`src/logic/adcavg_pkg.sv`:
```
// package for the conversion averaging sequencer: constants and carriers
// assumes a single 250 MHz clock domain and no software bus
`default_nettype none

package adcavg_pkg;

  // ********************************************************************
  // widths and reset values
  // ********************************************************************
  localparam int ADCAVG_RES_W = 12; // raw conversion width
  localparam int ADCAVG_ACC_W = 20; // accumulator width, up to 256 samples
  localparam int ADCAVG_CNT_W = 9; // sample counter width
  localparam int ADCAVG_LOG_W = 4; // log2 of sample count field
  localparam int ADCAVG_MAX_LOG = 8; // largest log2 sample count
  localparam logic [ADCAVG_ACC_W-1:0] ADCAVG_ACC_RST = 20'h00000;
  localparam logic [ADCAVG_CNT_W-1:0] ADCAVG_CNT_RST = 9'h000;
  localparam logic [3:0] ADCAVG_INP_RST = 4'h0; // scan offset after reset

  // ********************************************************************
  // carriers
  // ********************************************************************
  // configuration from software control bits
  typedef struct packed {
    logic enable; // converter enable
    logic free_run; // free-running mode
    logic scan_en; // channel-scan mode
    logic [3:0] scan_last; // last scan offset
    logic [ADCAVG_LOG_W-1:0] avg_log; // log2 of samples to average
    logic right_shift; // divide result by sample count
    logic signed_mode; // signed conversions
  } adcavg_cfg_t;

  // result word towards software
  typedef struct packed {
    logic [ADCAVG_ACC_W-1:0] value; // averaged or accumulated value
    logic [3:0] input_ofs; // scan offset that produced it
  } adcavg_res_t;

  // sequencer states, gray along idle-convert-wait-finish
  typedef enum logic [1:0] {
    ADCAVG_IDLE = 2'b00,
    ADCAVG_CONV = 2'b01,
    ADCAVG_WAIT = 2'b11,
    ADCAVG_DONE = 2'b10
  } adcavg_state_t;

endpackage

`default_nettype wire

```
`src/logic/adcavg_seq.sv`:
```
// averaging sequencer: one trigger runs N conversions and the average
// assumes the sampling core answers each start with one data-valid pulse
//
// Behaviour
// - one trigger launches all N conversions
// - set done flag after Nth conversion
// - scan advances only after full averaging
// - one event completes whole averaging sequence
// - unsigned shifted result upper bits are zero
// - clearing free-run stops averaging at once
`timescale 1ns/10ps
`default_nettype none

module adcavg_seq (
  input wire logic CLOCK_I,
  input wire logic RST_B_I,
  input wire adcavg_pkg::adcavg_cfg_t CFG_I, // software control bits
  input wire logic START_I, // software start bit, one-cycle pulse
  input wire logic EVENT_I, // event trigger, one-cycle pulse
  input wire logic EVENT_SEL_I, // accept event triggers
  input wire logic FLAG_CLR_I, // software clears done flag
  output logic START_BUSY_O, // start bit reads set while busy
  output logic CONV_START_O, // start pulse to sampling core
  input wire logic CONV_VALID_I, // sample ready from sampling core
  input wire logic [adcavg_pkg::ADCAVG_RES_W-1:0] CONV_DATA_I,
  output logic [3:0] INPUT_OFS_O, // input offset selected now
  output adcavg_pkg::adcavg_res_t RESULT_O, // latched result
  output logic DONE_FLAG_O // end-of-averaging flag
);
  import adcavg_pkg::*;

  // ********************************************************************
  // state
  // ********************************************************************
  adcavg_state_t state_r; // sequencer state
  logic [ADCAVG_ACC_W-1:0] acc_r; // running sum
  logic [ADCAVG_CNT_W-1:0] cnt_r; // samples taken so far
  logic [3:0] ofs_r; // scan input offset
  logic flag_r; // done flag
  adcavg_res_t res_r; // result register
  logic [ADCAVG_CNT_W-1:0] target; // samples to take
  logic trig; // accepted trigger
  logic last_smp; // this sample completes the set
  logic [ADCAVG_ACC_W-1:0] sum_nxt; // sum including this sample
  logic more_scan; // scan has further inputs
  logic free_seq_r; // running set was launched in free-run mode
  logic stop_free; // free-run bit dropped during its own set

  // sample count from log field, capped
  function automatic logic [ADCAVG_CNT_W-1:0] n_of(
      input logic [ADCAVG_LOG_W-1:0] lg);
    logic [ADCAVG_LOG_W-1:0] l;
    l = (lg > ADCAVG_LOG_W'(ADCAVG_MAX_LOG)) ?
        ADCAVG_LOG_W'(ADCAVG_MAX_LOG) : lg;
    n_of = ADCAVG_CNT_W'(1) << l;
  endfunction

  // extend a raw sample into accumulator width, sign-filled only in signed mode
  function automatic logic [ADCAVG_ACC_W-1:0] ext(
      input logic [ADCAVG_RES_W-1:0] d, input logic sgn);
    ext = sgn ? {{(ADCAVG_ACC_W-ADCAVG_RES_W){d[ADCAVG_RES_W-1]}}, d}
              : {{(ADCAVG_ACC_W-ADCAVG_RES_W){1'b0}}, d};
  endfunction

  // divide by count; unsigned mode shifts in zeros, never sign bits
  function automatic logic [ADCAVG_ACC_W-1:0] shr(
      input logic [ADCAVG_ACC_W-1:0] a, input logic [ADCAVG_LOG_W-1:0] lg,
      input logic sgn);
    logic [ADCAVG_LOG_W-1:0] l;
    l = (lg > ADCAVG_LOG_W'(ADCAVG_MAX_LOG)) ?
        ADCAVG_LOG_W'(ADCAVG_MAX_LOG) : lg;
    shr = sgn ? ADCAVG_ACC_W'($signed(a) >>> l) : a >> l;
  endfunction

  assign target = n_of(CFG_I.avg_log);
  // one trigger of either kind launches a whole sequence
  assign trig = CFG_I.enable & (START_I | (EVENT_SEL_I & EVENT_I) |
                CFG_I.free_run);
  assign last_smp = (cnt_r + ADCAVG_CNT_W'(1)) == target;
  assign sum_nxt = acc_r + ext(CONV_DATA_I, CFG_I.signed_mode);
  assign more_scan = CFG_I.scan_en & (ofs_r != CFG_I.scan_last);
  // only a set that free-run launched is cut short by its bit dropping
  assign stop_free = free_seq_r & ~CFG_I.free_run &
                     (state_r != ADCAVG_IDLE);

  // ********************************************************************
  // sequencer
  // ********************************************************************
  // idle -> conv (issue start) -> wait (sample) -> conv again or done
  always_ff @(posedge CLOCK_I or negedge RST_B_I) begin
    if (!RST_B_I) begin
      state_r <= ADCAVG_IDLE;
    end else if (!CFG_I.enable) begin
      state_r <= ADCAVG_IDLE; // disable forces idle; sum, result and flag are not cleared
    end else if (stop_free) begin
      // abandon the set at once; partial sums stay in the accumulator
      state_r <= ADCAVG_IDLE;
    end else begin
      unique case (state_r)
        ADCAVG_IDLE: begin
          if (trig) begin
            state_r <= ADCAVG_CONV;
          end
        end
        ADCAVG_CONV: begin
          state_r <= ADCAVG_WAIT; // next conversion needs no trigger
        end
        ADCAVG_WAIT: begin
          if (CONV_VALID_I) begin
            // stay on this input until all N samples are in
            state_r <= (last_smp && !more_scan) ? ADCAVG_DONE
                                                 : ADCAVG_CONV;
          end
        end
        ADCAVG_DONE: begin
          state_r <= ADCAVG_IDLE;
        end
      endcase
    end
  end

  // remember whether free-run launched the set now running
  always_ff @(posedge CLOCK_I or negedge RST_B_I) begin
    if (!RST_B_I) begin
      free_seq_r <= 1'b0;
    end else if ((state_r == ADCAVG_IDLE) && trig) begin
      free_seq_r <= CFG_I.free_run;
    end
  end

  // accumulator and count; cleared at start of each set
  // stopping free-run mid-set may leave partial sums here until restart
  always_ff @(posedge CLOCK_I or negedge RST_B_I) begin
    if (!RST_B_I) begin
      acc_r <= ADCAVG_ACC_RST;
      cnt_r <= ADCAVG_CNT_RST;
    end else if ((state_r == ADCAVG_IDLE) && trig) begin
      acc_r <= ADCAVG_ACC_RST;
      cnt_r <= ADCAVG_CNT_RST;
    end else if ((state_r == ADCAVG_WAIT) && CONV_VALID_I) begin
      acc_r <= last_smp ? ADCAVG_ACC_RST : sum_nxt;
      cnt_r <= last_smp ? ADCAVG_CNT_RST : cnt_r + ADCAVG_CNT_W'(1);
    end
  end

  // scan offset moves only once an input's averaging is complete
  always_ff @(posedge CLOCK_I or negedge RST_B_I) begin
    if (!RST_B_I) begin
      ofs_r <= ADCAVG_INP_RST;
    end else if (!CFG_I.enable || ((state_r == ADCAVG_IDLE) && trig)) begin
      ofs_r <= ADCAVG_INP_RST;
    end else if ((state_r == ADCAVG_WAIT) && CONV_VALID_I && last_smp &&
                 more_scan) begin
      ofs_r <= ofs_r + 4'h1;
    end
  end

  // result latched at each completed average
  always_ff @(posedge CLOCK_I or negedge RST_B_I) begin
    if (!RST_B_I) begin
      res_r <= '0;
    end else if ((state_r == ADCAVG_WAIT) && CONV_VALID_I && last_smp) begin
      res_r.value <= CFG_I.right_shift ?
          shr(sum_nxt, CFG_I.avg_log, CFG_I.signed_mode) : sum_nxt;
      res_r.input_ofs <= ofs_r;
    end
  end

  // done flag; a new completion wins over a clear in the same cycle
  always_ff @(posedge CLOCK_I or negedge RST_B_I) begin
    if (!RST_B_I) begin
      flag_r <= 1'b0;
    end else if (state_r == ADCAVG_DONE) begin
      flag_r <= 1'b1;
    end else if (FLAG_CLR_I) begin
      flag_r <= 1'b0;
    end
  end

  // ********************************************************************
  // outputs
  // ********************************************************************
  // one start pulse per conversion; later pulses need no trigger
  assign CONV_START_O = (state_r == ADCAVG_CONV);
  assign START_BUSY_O = (state_r != ADCAVG_IDLE);
  assign INPUT_OFS_O = ofs_r;
  assign RESULT_O = res_r;
  assign DONE_FLAG_O = flag_r;
endmodule

`default_nettype wire
```
`config.mk`:
```
export PLATFORM = sky130hd
export DESIGN_NAME = adcavg_seq
export DESIGN_NICKNAME = d
export VERILOG_FILES = /design/src/logic/adcavg_pkg.sv /design/src/logic/adcavg_seq.sv
export SDC_FILE = /design/constraint.sdc
export NUM_CORES = 1
export LEC_CHECK = 0
export BUFFER_PORTS_ARGS = -buffer_cell sky130_fd_sc_hd__buf_2
export CORE_MARGIN = 5
export CORE_UTILIZATION = 42
export CTS_CLUSTER_DIAMETER = 60
export CTS_CLUSTER_SIZE = 24
export DETAILED_ROUTE_END_ITERATION = 12
export PLACE_DENSITY = 0.63
export RECOVER_POWER = 50
export SLEW_MARGIN = 0
export SYNTH_ARGS = -nofsm -noshare
export SYNTH_HDL_FRONTEND = slang
export SYNTH_SLANG_ARGS = --single-unit
```
`constraint.sdc`:
```
create_clock -name CLOCK_I -period 3.6 [get_ports CLOCK_I]
set_input_delay 0 -clock CLOCK_I [delete_from_list [all_inputs] [get_ports CLOCK_I]]
set_output_delay 0 -clock CLOCK_I [all_outputs]
set_load 0.005 [all_outputs]
```
### Word-level counts from Yosys, hierarchy flattened

Index checks and enable logic that the tools add are counted.

| operators by class | value |
|---|---|
| add/sub/neg operators | 3 |
| order comparisons | 1 |
| equal/unequal tests | 7 |
| shift operators | 3 |
| muxes and demuxes | 20 |
| bitwise logic cells | 8 |
| reduce and logical (&&, ||, !) cells | 14 |

Operator list:

| operator | count |
|---|---|
| $mux W20 | 6 |
| $mux W9 | 3 |
| $add A20 B20 Y20 | 1 |
| $shr A20 B4 Y20 | 1 |
| $sshr A20 B4 Y20 | 1 |
| $mux W4 | 3 |
| $mux W2 | 5 |
| $add A9 B1 Y9 const B | 1 |
| $eq A9 B9 Y1 | 1 |
| $shl A1 B4 Y9 const A | 1 |
| $ne A4 B4 Y1 const B | 2 |
| $pmux W2 S4 | 1 |
| $reduce_bool A2 Y1 | 4 |
| $and A1 B1 Y1 | 5 |
| $logic_and A1 B1 Y1 | 5 |
| $add A4 B1 Y4 const B | 1 |
| $eq A2 B2 Y1 const B | 2 |
| $gt A4 B4 Y1 const B | 1 |
| $ne A4 B4 Y1 | 1 |
| $eq A2 B1 Y1 const B | 1 |
| $logic_not A1 Y1 | 2 |
| $logic_not A2 Y1 | 1 |
| $mux W1 | 2 |
| $or A1 B1 Y1 | 2 |
| other kinds (3) | 3 |

| word-level totals | value |
|---|---|
| bits in registers | 61 |
| input bits | 32 |
| word-level logic and storage cells | 64 |

### Longest topological paths before layout

Gate-level depths: netlist of run 1.

| depth | value |
|---|---|
| word-level depth | 10 |
| depth in mapped cells | 14 |

### Worst setup path after synthesis of run 1

Ideal clock, no wire load.

| path | value |
|---|---|
| path kind | reg-to-reg |
| start | reg acc_r[0] |
| end | reg res_r, in the netlist RESULT_O[15] |
| data arrival time | 2.816 ns |
| slack | 0.642 ns |
| stages on the path, launching flop included | 12 |
| clock period less this slack | 2.958 ns |
| cells stage by stage | dfrtp_1 ha_1 fa_1 a211oi_1 o211ai_1 a41oi_2 o221ai_2 mux2i_2 xnor2_2 a21bo_1 a2111oi_2 o32ai_1 |

| on the way | value |
|---|---|
| longest elaborated chain between the ends | 4 |

Ends and longest elaborated chain:

| what | RTL line | RTL |
|---|---|---|
| start, declared | adcavg_seq.sv:36 | `logic [ADCAVG_ACC_W-1:0] acc_r;` |
| start signal, assigned | adcavg_seq.sv:141 | `acc_r <= last_smp ? ADCAVG_ACC_RST : sum_nxt;` |
| $add A20 B20 Y20 * | adcavg_seq.sv:80 | `assign sum_nxt = acc_r + ext(CONV_DATA_I, CFG_I.signed_mode);` |
| $shr A20 B4 Y20 / $sshr A20 B4 Y20 (equally long branches) | adcavg_seq.sv:72 | `shr = sgn ? ADCAVG_ACC_W'($signed(a) >>> l) : a >> l;` |
| $mux W20 | adcavg_seq.sv:72 |  |
| $mux W20 * | adcavg_seq.sv:163 | `res_r.value <= CFG_I.right_shift ?` |
| end, declared | adcavg_seq.sv:40 | `adcavg_res_t res_r;` |

Every way passes the cells marked *; elsewhere a longest branch is shown, timed or not.
A chain may end at the register's enable or synchronous reset.

### Worst setup path in the final report of run 1

| path | value |
|---|---|
| start | reg acc_r[0] |
| end | reg res_r, in the netlist RESULT_O[12] |

The elaborated chain is that of the path after synthesis.

==> flow_summary.toml, run 1 <==
[layout]
finalCoreUtilization_pct = 49.2
layout_commonest_cell = "dfrtp_1"
final_cell_mix = "dfrtp_1 (61), nand2_1 (59), nor2_1 (51)"
layout-drive-gt1-share_pct = 17.2
num_antenna_cells = 0
area_delta_synth_final_pct = 15.5
nets = 704
design_area_mm2 = 0.00589
final_cells = 808

[yosys]
synth_top_area_share_pct = 29.9
synth_edf_count = 0
syn-num-nets = 652
syn_inst = 604
syn-cell-area_mm2 = 0.00510
synth_top_area_cell = "dfrtp_1"
synth_cell_types = 89
yosysSeqAreaShare_pct = 29.9
ys_ff_latch = 61
avgSynthCellArea_um2 = 8.44
synthArstFlopShare_pct = 100
synth_flop_cell = "dfrtp_1"
yosys_warnings = 0
synth_area_leaders = "dfrtp_1 (30%), o21ai_0 (4.6%), nand2_1 (4.3%)"

[critical_path]
worstPathMaxFanout = 5
timing.rr.start = "acc_r[0]$_DFFE_PN0P_"
slowest_stage = "xnor2_1"
cp-endpoint = "RESULT_O[12]$_DFFE_PN0N_"
start_kind = "register"
crit_arrival_ns = 3.58
r2r_slack_ns = 0.26
cpPeakStageDelay_ns = 0.47
worstPathCellList = "ha_1, fa_1, a211oi_1, o211ai_1, a41oi_2, o21ai_2, xnor2_1, o2bb2ai_1, a221oi_1, o311a_1, a211oi_1"
path_class = "reg -> reg"
end_kind = "register"
critPathRequiredTime_ns = 3.84
timing.rr.end = "RESULT_O[12]$_DFFE_PN0N_"
rr_worst_depth = 11
crit_top_cell = "a211oi_1"
crit_start = "acc_r[0]$_DFFE_PN0P_"

[clock_tree]
clk_latency_ns = 0.34
cts.sinks = 61
postCtsResizedCells = 0
cts_buffers = 9
htree_levels = 3
post_cts_buffers = 0
path_clk_slew_ns = 0.05
cts_max_path_buffers = 2
cts_tree = "yes"
cts-root-buf = "clkbuf_16"

[routing]
drt-wirelength-per-cell_um = 19.2
avgViaCountPerCell = 6.16
wirelength_um = 15500
drc_errors = 0
drt-pass1-iter-count = 5
drtIter0Drc = 489
via_count = 4975
antenna_left = 0

[placed_design]
dp_cells = 786
numPortBuffers = 62
placed_area_mm2 = 0.00554
globalplace.congestion = 0.934
hpwl_um = 11300

[power]
ir_drop_mv = 0.181
p_leak_nw = 2.56
power.density_mw_per_mm2 = 386
total_power_w = 0.00227

[status]
run_status = "complete, but fails checks"
failed_checks = "max-capacitance violations, max-slew violations"

[die]
core_mm2 = 0.0120
die_w_um = 120
rows = 40
initial_utilization_pct = 42.6
pin_count = 63
die_area_mm2 = 0.0144
die_y_um = 120

[global_route]
grt_first_pass_wirelength_um = 25300
grt_use_total_pct = 21.9
grt_max_degree = 33
antenna_found_initial = 0
grt_pass1_vias = 4831
overflow = 0

[sta]
slew_headroom_pct = -19.2
setup_tns_ns = 0
hold_viol = 0
fin_crit_ns = 3.34
finClkSkew_ns = 0.00685
setup_viol = 0
rsz0062_at_grt = "false"
period_share_pct = 92.8
max_clock_freq_ghz = 0.299
worst_slew_pin_slew_ns = 1.79
timing.final.max_slew_violations = 31

[flow_run]
drv_cap = 1

[hold_path]
hp-class = "in -> reg"
-- metal layers --
layer | wire length [um] | global-route usage (%) | share of wire (%)
met1 | 6780 | 28.9 | 44
met2 | 7490 | 36.0 | 48
met3 | 904 | 3.32 | 5.8
met4 | 350 | 8.73 | 2.3
met5 | 0 | 0 | 0
-- synthesized netlist by cell type, types with 3 or more instances --
cell type,count
nor2b_1,9
o21ai_0,47
and3_1,8
nand4_1,5
clkbuf_1,31
dfrtp_1,61
nor3_1,9
and4_1,3
nand2b_1,5
a211oi_1,12
xnor2_1,19
nand3_1,19
o221ai_1,3
o21ai_1,3
o2111ai_1,3
a21oi_1,39
inv_1,10
o211a_1,3
and2_1,13
mux2_2,12
nand2_1,59
a22o_1,14
a21o_1,8
buf_2,13
or3_1,6
a22oi_1,3
ha_1,15
o211ai_1,5
o22ai_1,4
xnor2_2,3
a211o_1,3
a221oi_1,3
o31ai_1,6
xor2_1,13
nor2_1,51
mux2i_1,8
a31oi_1,6
o32ai_1,3
-- cell type report --
class	instances	area, um2
clock inverter	6	87.6
sequential	61	1530
fill	1154	6070
tap	147	184
inverter	13	48.8
multi-input combinational	486	3350
timing repair buffer	85	468
clock buffer	10	229
-- through the flow --
| stage | hold WS [ns] | worst slack, ns |
|---|---|---|
| 3_5_place_dp | 0.111 | 0.286 |
| 3_3_place_gp | 0.0966 | 0.339 |
| 5_1_grt | 0.134 | 0.0587 |
| 6_report | 0.125 | 0.260 |
| 4_1_cts | 0.115 | 0.268 |
| 2_1_floorplan | -0.296 | 0.642 |
-- sequential cells by signal, summed over array words and instances, names as in the netlist --
signal / cells
acc_r: 20
INPUT_OFS_O: 4
free_seq_r: 1
state_r: 2
DONE_FLAG_O: 1
cnt_r: 9
RESULT_O: 24
-- worst min-delay path by stage --
stage | to | slack [ns] | start | cells past startpoint
finish | acc_r[0]$_DFFE_PN0P_ | 0.13 | CONV_DATA_I[0] | 3
global route | acc_r[0]$_DFFE_PN0P_ | 0.13 | CONV_DATA_I[0] | 3
CTS | acc_r[0]$_DFFE_PN0P_ | 0.12 | CONV_DATA_I[0] | 3
detailed placement | RESULT_O[2]$_DFFE_PN0N_ | 0.11 | RST_B_I | 1
global placement | RESULT_O[2]$_DFFE_PN0N_ | 0.1 | RST_B_I | 1
floorplan | DONE_FLAG_O$_DFFE_PN0P_ | -0.30 | RST_B_I | 0
-- worst max-delay path: cells and delay by family, from the launching register on --
family          cells  cell delay [ns]
xor+xnor            1             0.47
compound gates      8             1.75
fa+ha+maj           2             0.64
flops               1             0.38
-- where the power goes --
group          total [W]  internal, W  switching (W)
Sequential      0.000752     0.000722      0.0000303
Combinational   0.000583     0.000230       0.000353
Clock           0.000936     0.000606       0.000330
Total            0.00227      0.00156       0.000714
-- kinds of logic (layout without fill, tap and decap cells) --
kind of cell	count (synthesis)	in the layout	synth area share (%)
simple gates	205	205	20.3
flops	61	61	29.9
mux	24	24	5.64
compound gates	206	206	29.1
buf+inv	57	114	4.51
xor+xnor	35	35	6.45
fa+ha+maj	16	16	4.07
-- what timing repair did --
item,4_1_cts,5_1_grt
hold endpoints to repair,33,0
hold buffers,6,0
setup endpoints to repair,0,0
Power figures use the tool's default switching activity.
==> run 2: changes to the inputs <==
--- a/config.mk
+++ b/config.mk
@@ -11,6 +11,7 @@
 export CTS_CLUSTER_DIAMETER = 60
 export CTS_CLUSTER_SIZE = 24
 export DETAILED_ROUTE_END_ITERATION = 12
+export GPL_TIMING_DRIVEN = 0
 export PLACE_DENSITY = 0.63
 export RECOVER_POWER = 50
 export SLEW_MARGIN = 0
==> run 2 against run 1 <==
- the flow still finishes with violations (max-capacitance violations, max-slew violations)
- via count up 2.5%
- combinational power grew 3%
- setup slack worse by 0.12 ns
- highest routed layer unchanged
==> flow_summary.toml, run 2 (synthesis results as in run 1) <==
[routing]
drt-wirelength-per-cell_um = 20.2
drtIter0Drc = 443
drt-pass1-iter-count = 5
antenna_left = 0
drc_errors = 0
wirelength_um = 16800
via_count = 5099
avgViaCountPerCell = 6.12

[die]
rows = 40
pin_count = 63
initial_utilization_pct = 42.6
die_y_um = 120
die_area_mm2 = 0.0144
die_w_um = 120
core_mm2 = 0.0120

[layout]
layout_commonest_cell = "dfrtp_1"
nets = 729
finalCoreUtilization_pct = 50.0
design_area_mm2 = 0.00598
num_antenna_cells = 0
area_delta_synth_final_pct = 17.2
layout-drive-gt1-share_pct = 17.1
largest_reg_flops = 24
final_cell_mix = "dfrtp_1 (61), nand2_1 (59), buf_2 (55)"

[placed_design]
placed_area_mm2 = 0.00557
hpwl_um = 12400
numPortBuffers = 58
globalplace.congestion = 0.940

[clock_tree]
cts.sinks = 61
cts_buffers = 9
htree_levels = 3
clk_latency_ns = 0.34
path_clk_slew_ns = 0.05
cts-root-buf = "clkbuf_16"
cts_tree = "yes"
cts_max_path_buffers = 2

[power]
p_leak_nw = 2.60
ir_drop_mv = 0.286
power.density_mw_per_mm2 = 379

[status]
run_status = "complete, but fails checks"
failed_checks = "max-capacitance violations, max-slew violations"

[sta]
slew_headroom_pct = -5.21
worst_slew_pin_slew_ns = 1.58
hold_viol = 0
max_clock_freq_ghz = 0.289
setup_viol = 0
rsz0062_at_grt = "false"
period_share_pct = 96.2
fin_crit_ns = 3.46
timing.final.max_slew_violations = 62
finClkSkew_ns = 0.00754

[critical_path]
end_kind = "register"
worstPathMaxFanout = 7
path_class = "reg -> reg"
worstPathCellList = "ha_1, fa_1, a211oi_2, o211ai_1, a41oi_2, buf_4, o221ai_2, mux2i_2, xnor2_2, a21bo_1, a2111oi_2, o32ai_1"
path_buf_inv = 1
cpPeakStageDelay_ns = 0.45
critPathRequiredTime_ns = 3.79
path_delay_family = "compound AO/OA/AOI/OAI gates"
start_kind = "register"
slowest_stage = "fa_1"
crit_arrival_ns = 3.66

[flow_run]
drv_cap = 1

[global_route]
grt_max_degree = 62
grt_pass1_vias = 5124
overflow = 0
grt_use_total_pct = 23.5
antenna_found_initial = 0
grt_first_pass_wirelength_um = 27000

[hold_path]
hp-class = "in -> reg"
[run 2: timing repair]
action / 4_1_cts / 5_1_grt
setup buffers: 0 / 2
resized for setup: 1 / 7
hold endpoints to repair: 4 / 61
hold buffers: 5 / 1
setup endpoints to repair: 2 / 6
pin swaps: 1 / 1
[run 2: area by class of cell]
cell class	instances	area, um2
clock buffer	12	236
multi-input combinational	486	3380
fill	1184	5980
tap	147	184
buffer	44	183
sequential	61	1530
clock inverter	4	72.6
timing repair buffer	66	347
inverter	13	48.8
[run 2: worst register-to-register path: stages (launching register included)]
cell       delay [ns]
dfrtp_1          0.38
ha_1             0.21
fa_1             0.45
a211oi_2         0.25
o211ai_1         0.17
a41oi_2          0.23
buf_4            0.17
o221ai_2         0.12
mux2i_2          0.26
xnor2_2          0.22
a21bo_1          0.27
a2111oi_2        0.43
o32ai_1          0.16
[run 2: routing by layer]
layer	part of all wire, %	global-route usage [%]
met5	0	0
met4	2.4	9.16
met3	6.7	5.10
met2	48	39.0
met1	43	29.9
[run 2: path summary, 6_finish.rpt]
path / from / to / slack (ns) / cells past startpoint
worst max register to register: acc_r[0]$_DFFE_PN0P_ / RESULT_O[15]$_DFFE_PN0N_ / 0.14 / 12
worst min-delay path: CONV_DATA_I[0] / acc_r[0]$_DFFE_PN0P_ / 0.14 / 3
min in group asynchronous: RST_B_I / INPUT_OFS_O[1]$_DFFE_PN0P_ / 0.59 / 2
worst max-delay path: acc_r[0]$_DFFE_PN0P_ / RESULT_O[15]$_DFFE_PN0N_ / 0.14 / 12
max in group asynchronous: RST_B_I / acc_r[15]$_DFFE_PN0P_ / 2.08 / 2
worst min register to register: acc_r[4]$_DFFE_PN0P_ / acc_r[4]$_DFFE_PN0P_ / 0.50 / 2
[run 2: power breakdown]
part | leakage, nW | internal [W] | switching, W
Clock | 0.147 | 0.000605 | 0.000317
Sequential | 0.834 | 0.000722 | 0.0000263
Combinational | 1.62 | 0.000224 | 0.000375
[run 2: per-stage QoR]
stage	total power, W	TNS (ns)	setup slack (ns)	std cells	hold WS [ns]
floorplan	0.00114	0	0.642	604	-0.296
global placement	0.00132	-0.0637	-0.0637	809	0.190
detailed placement	0.00133	-0.120	-0.0939	809	0.197
CTS	0.00227	0	0.0195	830	0.0405
global route	0.00238	0	0.0112	833	0.163
finish	0.00227	0	0.137	833	0.140
==> run 3: changes to the inputs <==
--- a/config.mk
+++ b/config.mk
@@ -14,6 +14,7 @@
 export GPL_TIMING_DRIVEN = 0
 export PLACE_DENSITY = 0.63
 export RECOVER_POWER = 50
+export REMOVE_ABC_BUFFERS = 1
 export SLEW_MARGIN = 0
 export SYNTH_ARGS = -nofsm -noshare
 export SYNTH_HDL_FRONTEND = slang
==> run 3 against run 2 <==
- the flow still finishes with violations (max-capacitance violations, max-slew violations)
- core utilization down 1.3 points
- highest routed layer unchanged
- sequential share of layout area up 0.69 points
- critical path type unchanged
- first-iteration DRC count down 6.8%
- clock skew up 0.0025 ns
- via count down 3.6%
- design area down 2.6%
==> flow_summary.toml, run 3 (synthesis results as in run 1) <==
[status]
run_status = "complete, but fails checks"
failed_checks = "max-capacitance violations, max-slew violations"

[sta]
period_share_pct = 92.6
timing.final.max_slew_violations = 62
hold_viol = 0
fin_crit_ns = 3.34
slew_headroom_pct = -2.29
worst_slew_pin_slew_ns = 1.53
finClkSkew_ns = 0.0101
rsz0062_at_grt = "false"
setup_viol = 0
max_clock_freq_ghz = 0.300
holdWs_ns = 0.0794

[routing]
wirelength_um = 14900
via_count = 4915
avgViaCountPerCell = 6.21
drt-pass1-iter-count = 5
antenna_left = 0
drtIter0Drc = 413
drt-wirelength-per-cell_um = 18.8
drc_errors = 0

[layout]
layout_commonest_cell = "dfrtp_1"
design_area_mm2 = 0.00582
num_antenna_cells = 0
nets = 688
largest_reg_flops = 24
fillCellCount = 1160
final_cell_mix = "dfrtp_1 (61), nand2_1 (59), nor2_1 (51)"
layout-drive-gt1-share_pct = 16.7
multi_input_area_mm2 = 0.00340
layout.area.seq_mm2 = 0.00153
area_delta_synth_final_pct = 14.2

[clock_tree]
cts-root-buf = "clkbuf_16"
cts_tree = "yes"
cts_buffers = 9
htree_levels = 3
cts_max_path_buffers = 2
cts.sinks = 61
post_cts_buffers = 0
path_clk_slew_ns = 0.06
clk_latency_ns = 0.34

[power]
p_sw_w = 0.000707
p_leak_nw = 2.51
seqPwrFrac_pct = 34.1
p_int_w = 0.00150
p_comb_share_pct = 25.7
power.density_mw_per_mm2 = 378
pwr-share-clk_pct = 40.2
sw_frac_of_total_pct = 32.1
ir_drop_mv = 0.571

[placed_design]
numPortBuffers = 62
globalplace.congestion = 0.943
hpwl_um = 10200
placed_area_mm2 = 0.00543

[die]
die_y_um = 120
core_mm2 = 0.0120
initial_utilization_pct = 42.6
rows = 40
pin_count = 63
die_area_mm2 = 0.0144
die_w_um = 120

[critical_path]
worstPathCellList = "ha_1, fa_1, a211oi_2, o211ai_1, a41oi_2, o21ai_2, xnor2_1, mux4_2, a211oi_2, o311ai_1"
path_class = "reg -> reg"
end_kind = "register"
start_kind = "register"
slowest_stage = "fa_1"
crit_arrival_ns = 3.56
cpPeakStageDelay_ns = 0.45
critPathRequiredTime_ns = 3.82
crit_top_cell = "a211oi_2"
worstPathMaxFanout = 5

[global_route]
overflow = 0
antenna_found_initial = 0
grt_max_degree = 62
grt_first_pass_wirelength_um = 24400
grt_use_total_pct = 20.8
grt_pass1_vias = 4843

[hold_path]
hp-class = "in -> reg"

[flow_run]
drv_cap = 1
[run 3: changes by cell type in the layout (fill, tap and decap cells not counted), sizes merged]
cell / previous run / this run
clkbuf: 59 / 31
buf: 57 / 43
clkinv: 3 / 5
bufinv: 2 / 1
[run 3: path summary, 6_finish.rpt]
kind	startpoint	end	slack, ns	cells after the start
setup / recovery	acc_r[0]$_DFFE_PN0P_	RESULT_O[11]$_DFFE_PN0N_	0.26	10
hold / removal	CONV_DATA_I[0]	acc_r[0]$_DFFE_PN0P_	0.08	3
setup reg to reg	acc_r[0]$_DFFE_PN0P_	RESULT_O[11]$_DFFE_PN0N_	0.26	10
hold reg to reg	acc_r[6]$_DFFE_PN0P_	acc_r[6]$_DFFE_PN0P_	0.48	2
max in group asynchronous	RST_B_I	state_r[0]$_DFFE_PN0P_	2.10	2
min in group asynchronous	RST_B_I	acc_r[4]$_DFFE_PN0P_	0.56	2
[run 3: what timing repair did]
action / CTS / global route
pin swaps: 0 / 1
hold buffers: 6 / 0
hold endpoints to repair: 65 / 0
resized for setup: 1 / 9
setup endpoints to repair: 13 / 16
cloned: 0 / 0
[run 3: layout make-up]
class / instances / share of cell area [%]
clock inverter: 5 / 1.03
tap: 147 / 3.16
clock buffer: 11 / 4.17
sequential: 61 / 26.2
multi-input combinational: 486 / 58.4
timing repair buffer: 69 / 6.21
inverter: 13 / 0.838
[run 3: power by group through the flow]
stage | Sequential [W] | Clock, W | Combinational, W
after floorplan | 0.000757 | 0 | 0.000361
after global placement | 0.000761 | 0 | 0.000531
after detailed placement | 0.000763 | 0 | 0.000546
after CTS | 0.000751 | 0.000903 | 0.000556
after global routing | 0.000756 | 0.000931 | 0.000623
final | 0.000751 | 0.000885 | 0.000566
[run 3: per-stage QoR]
stage | setup slack (ns) | TNS [ns] | util [%] | std cells | power [W]
6_report | 0.265 | 0 | 48.7 | 792 | 0.00220
3_5_place_dp | -0.927 | -9.71 | 45.4 | 770 | 0.00131
5_1_grt | 0.0626 | 0 | 48.7 | 792 | 0.00231
4_1_cts | 0.0113 | 0 | 48.5 | 792 | 0.00221
3_3_place_gp | -0.839 | -7.91 | 45.3 | 769 | 0.00129
2_1_floorplan | 0.403 | 0 | - | 560 | 0.00112
[run 3: layer usage]
metal  up-vias  GRT usage, %  routed length [um]
met5         -             0                   0
met4         0          6.01                 284
met3        29          6.36                1170
met2       209          34.7                6980
met1      2357          26.1                6450
li1       2320             -                   -
[run 3: worst max-delay path, delay by kind of cell (launching register included)]
kind / cells / cell delay, ns
multiplexers: 1 / 0.37
AO/OA/AOI/OAI: 6 / 1.38
adder cells (fa/ha/maj): 2 / 0.65
flip-flops: 1 / 0.37
XOR/XNOR: 1 / 0.44
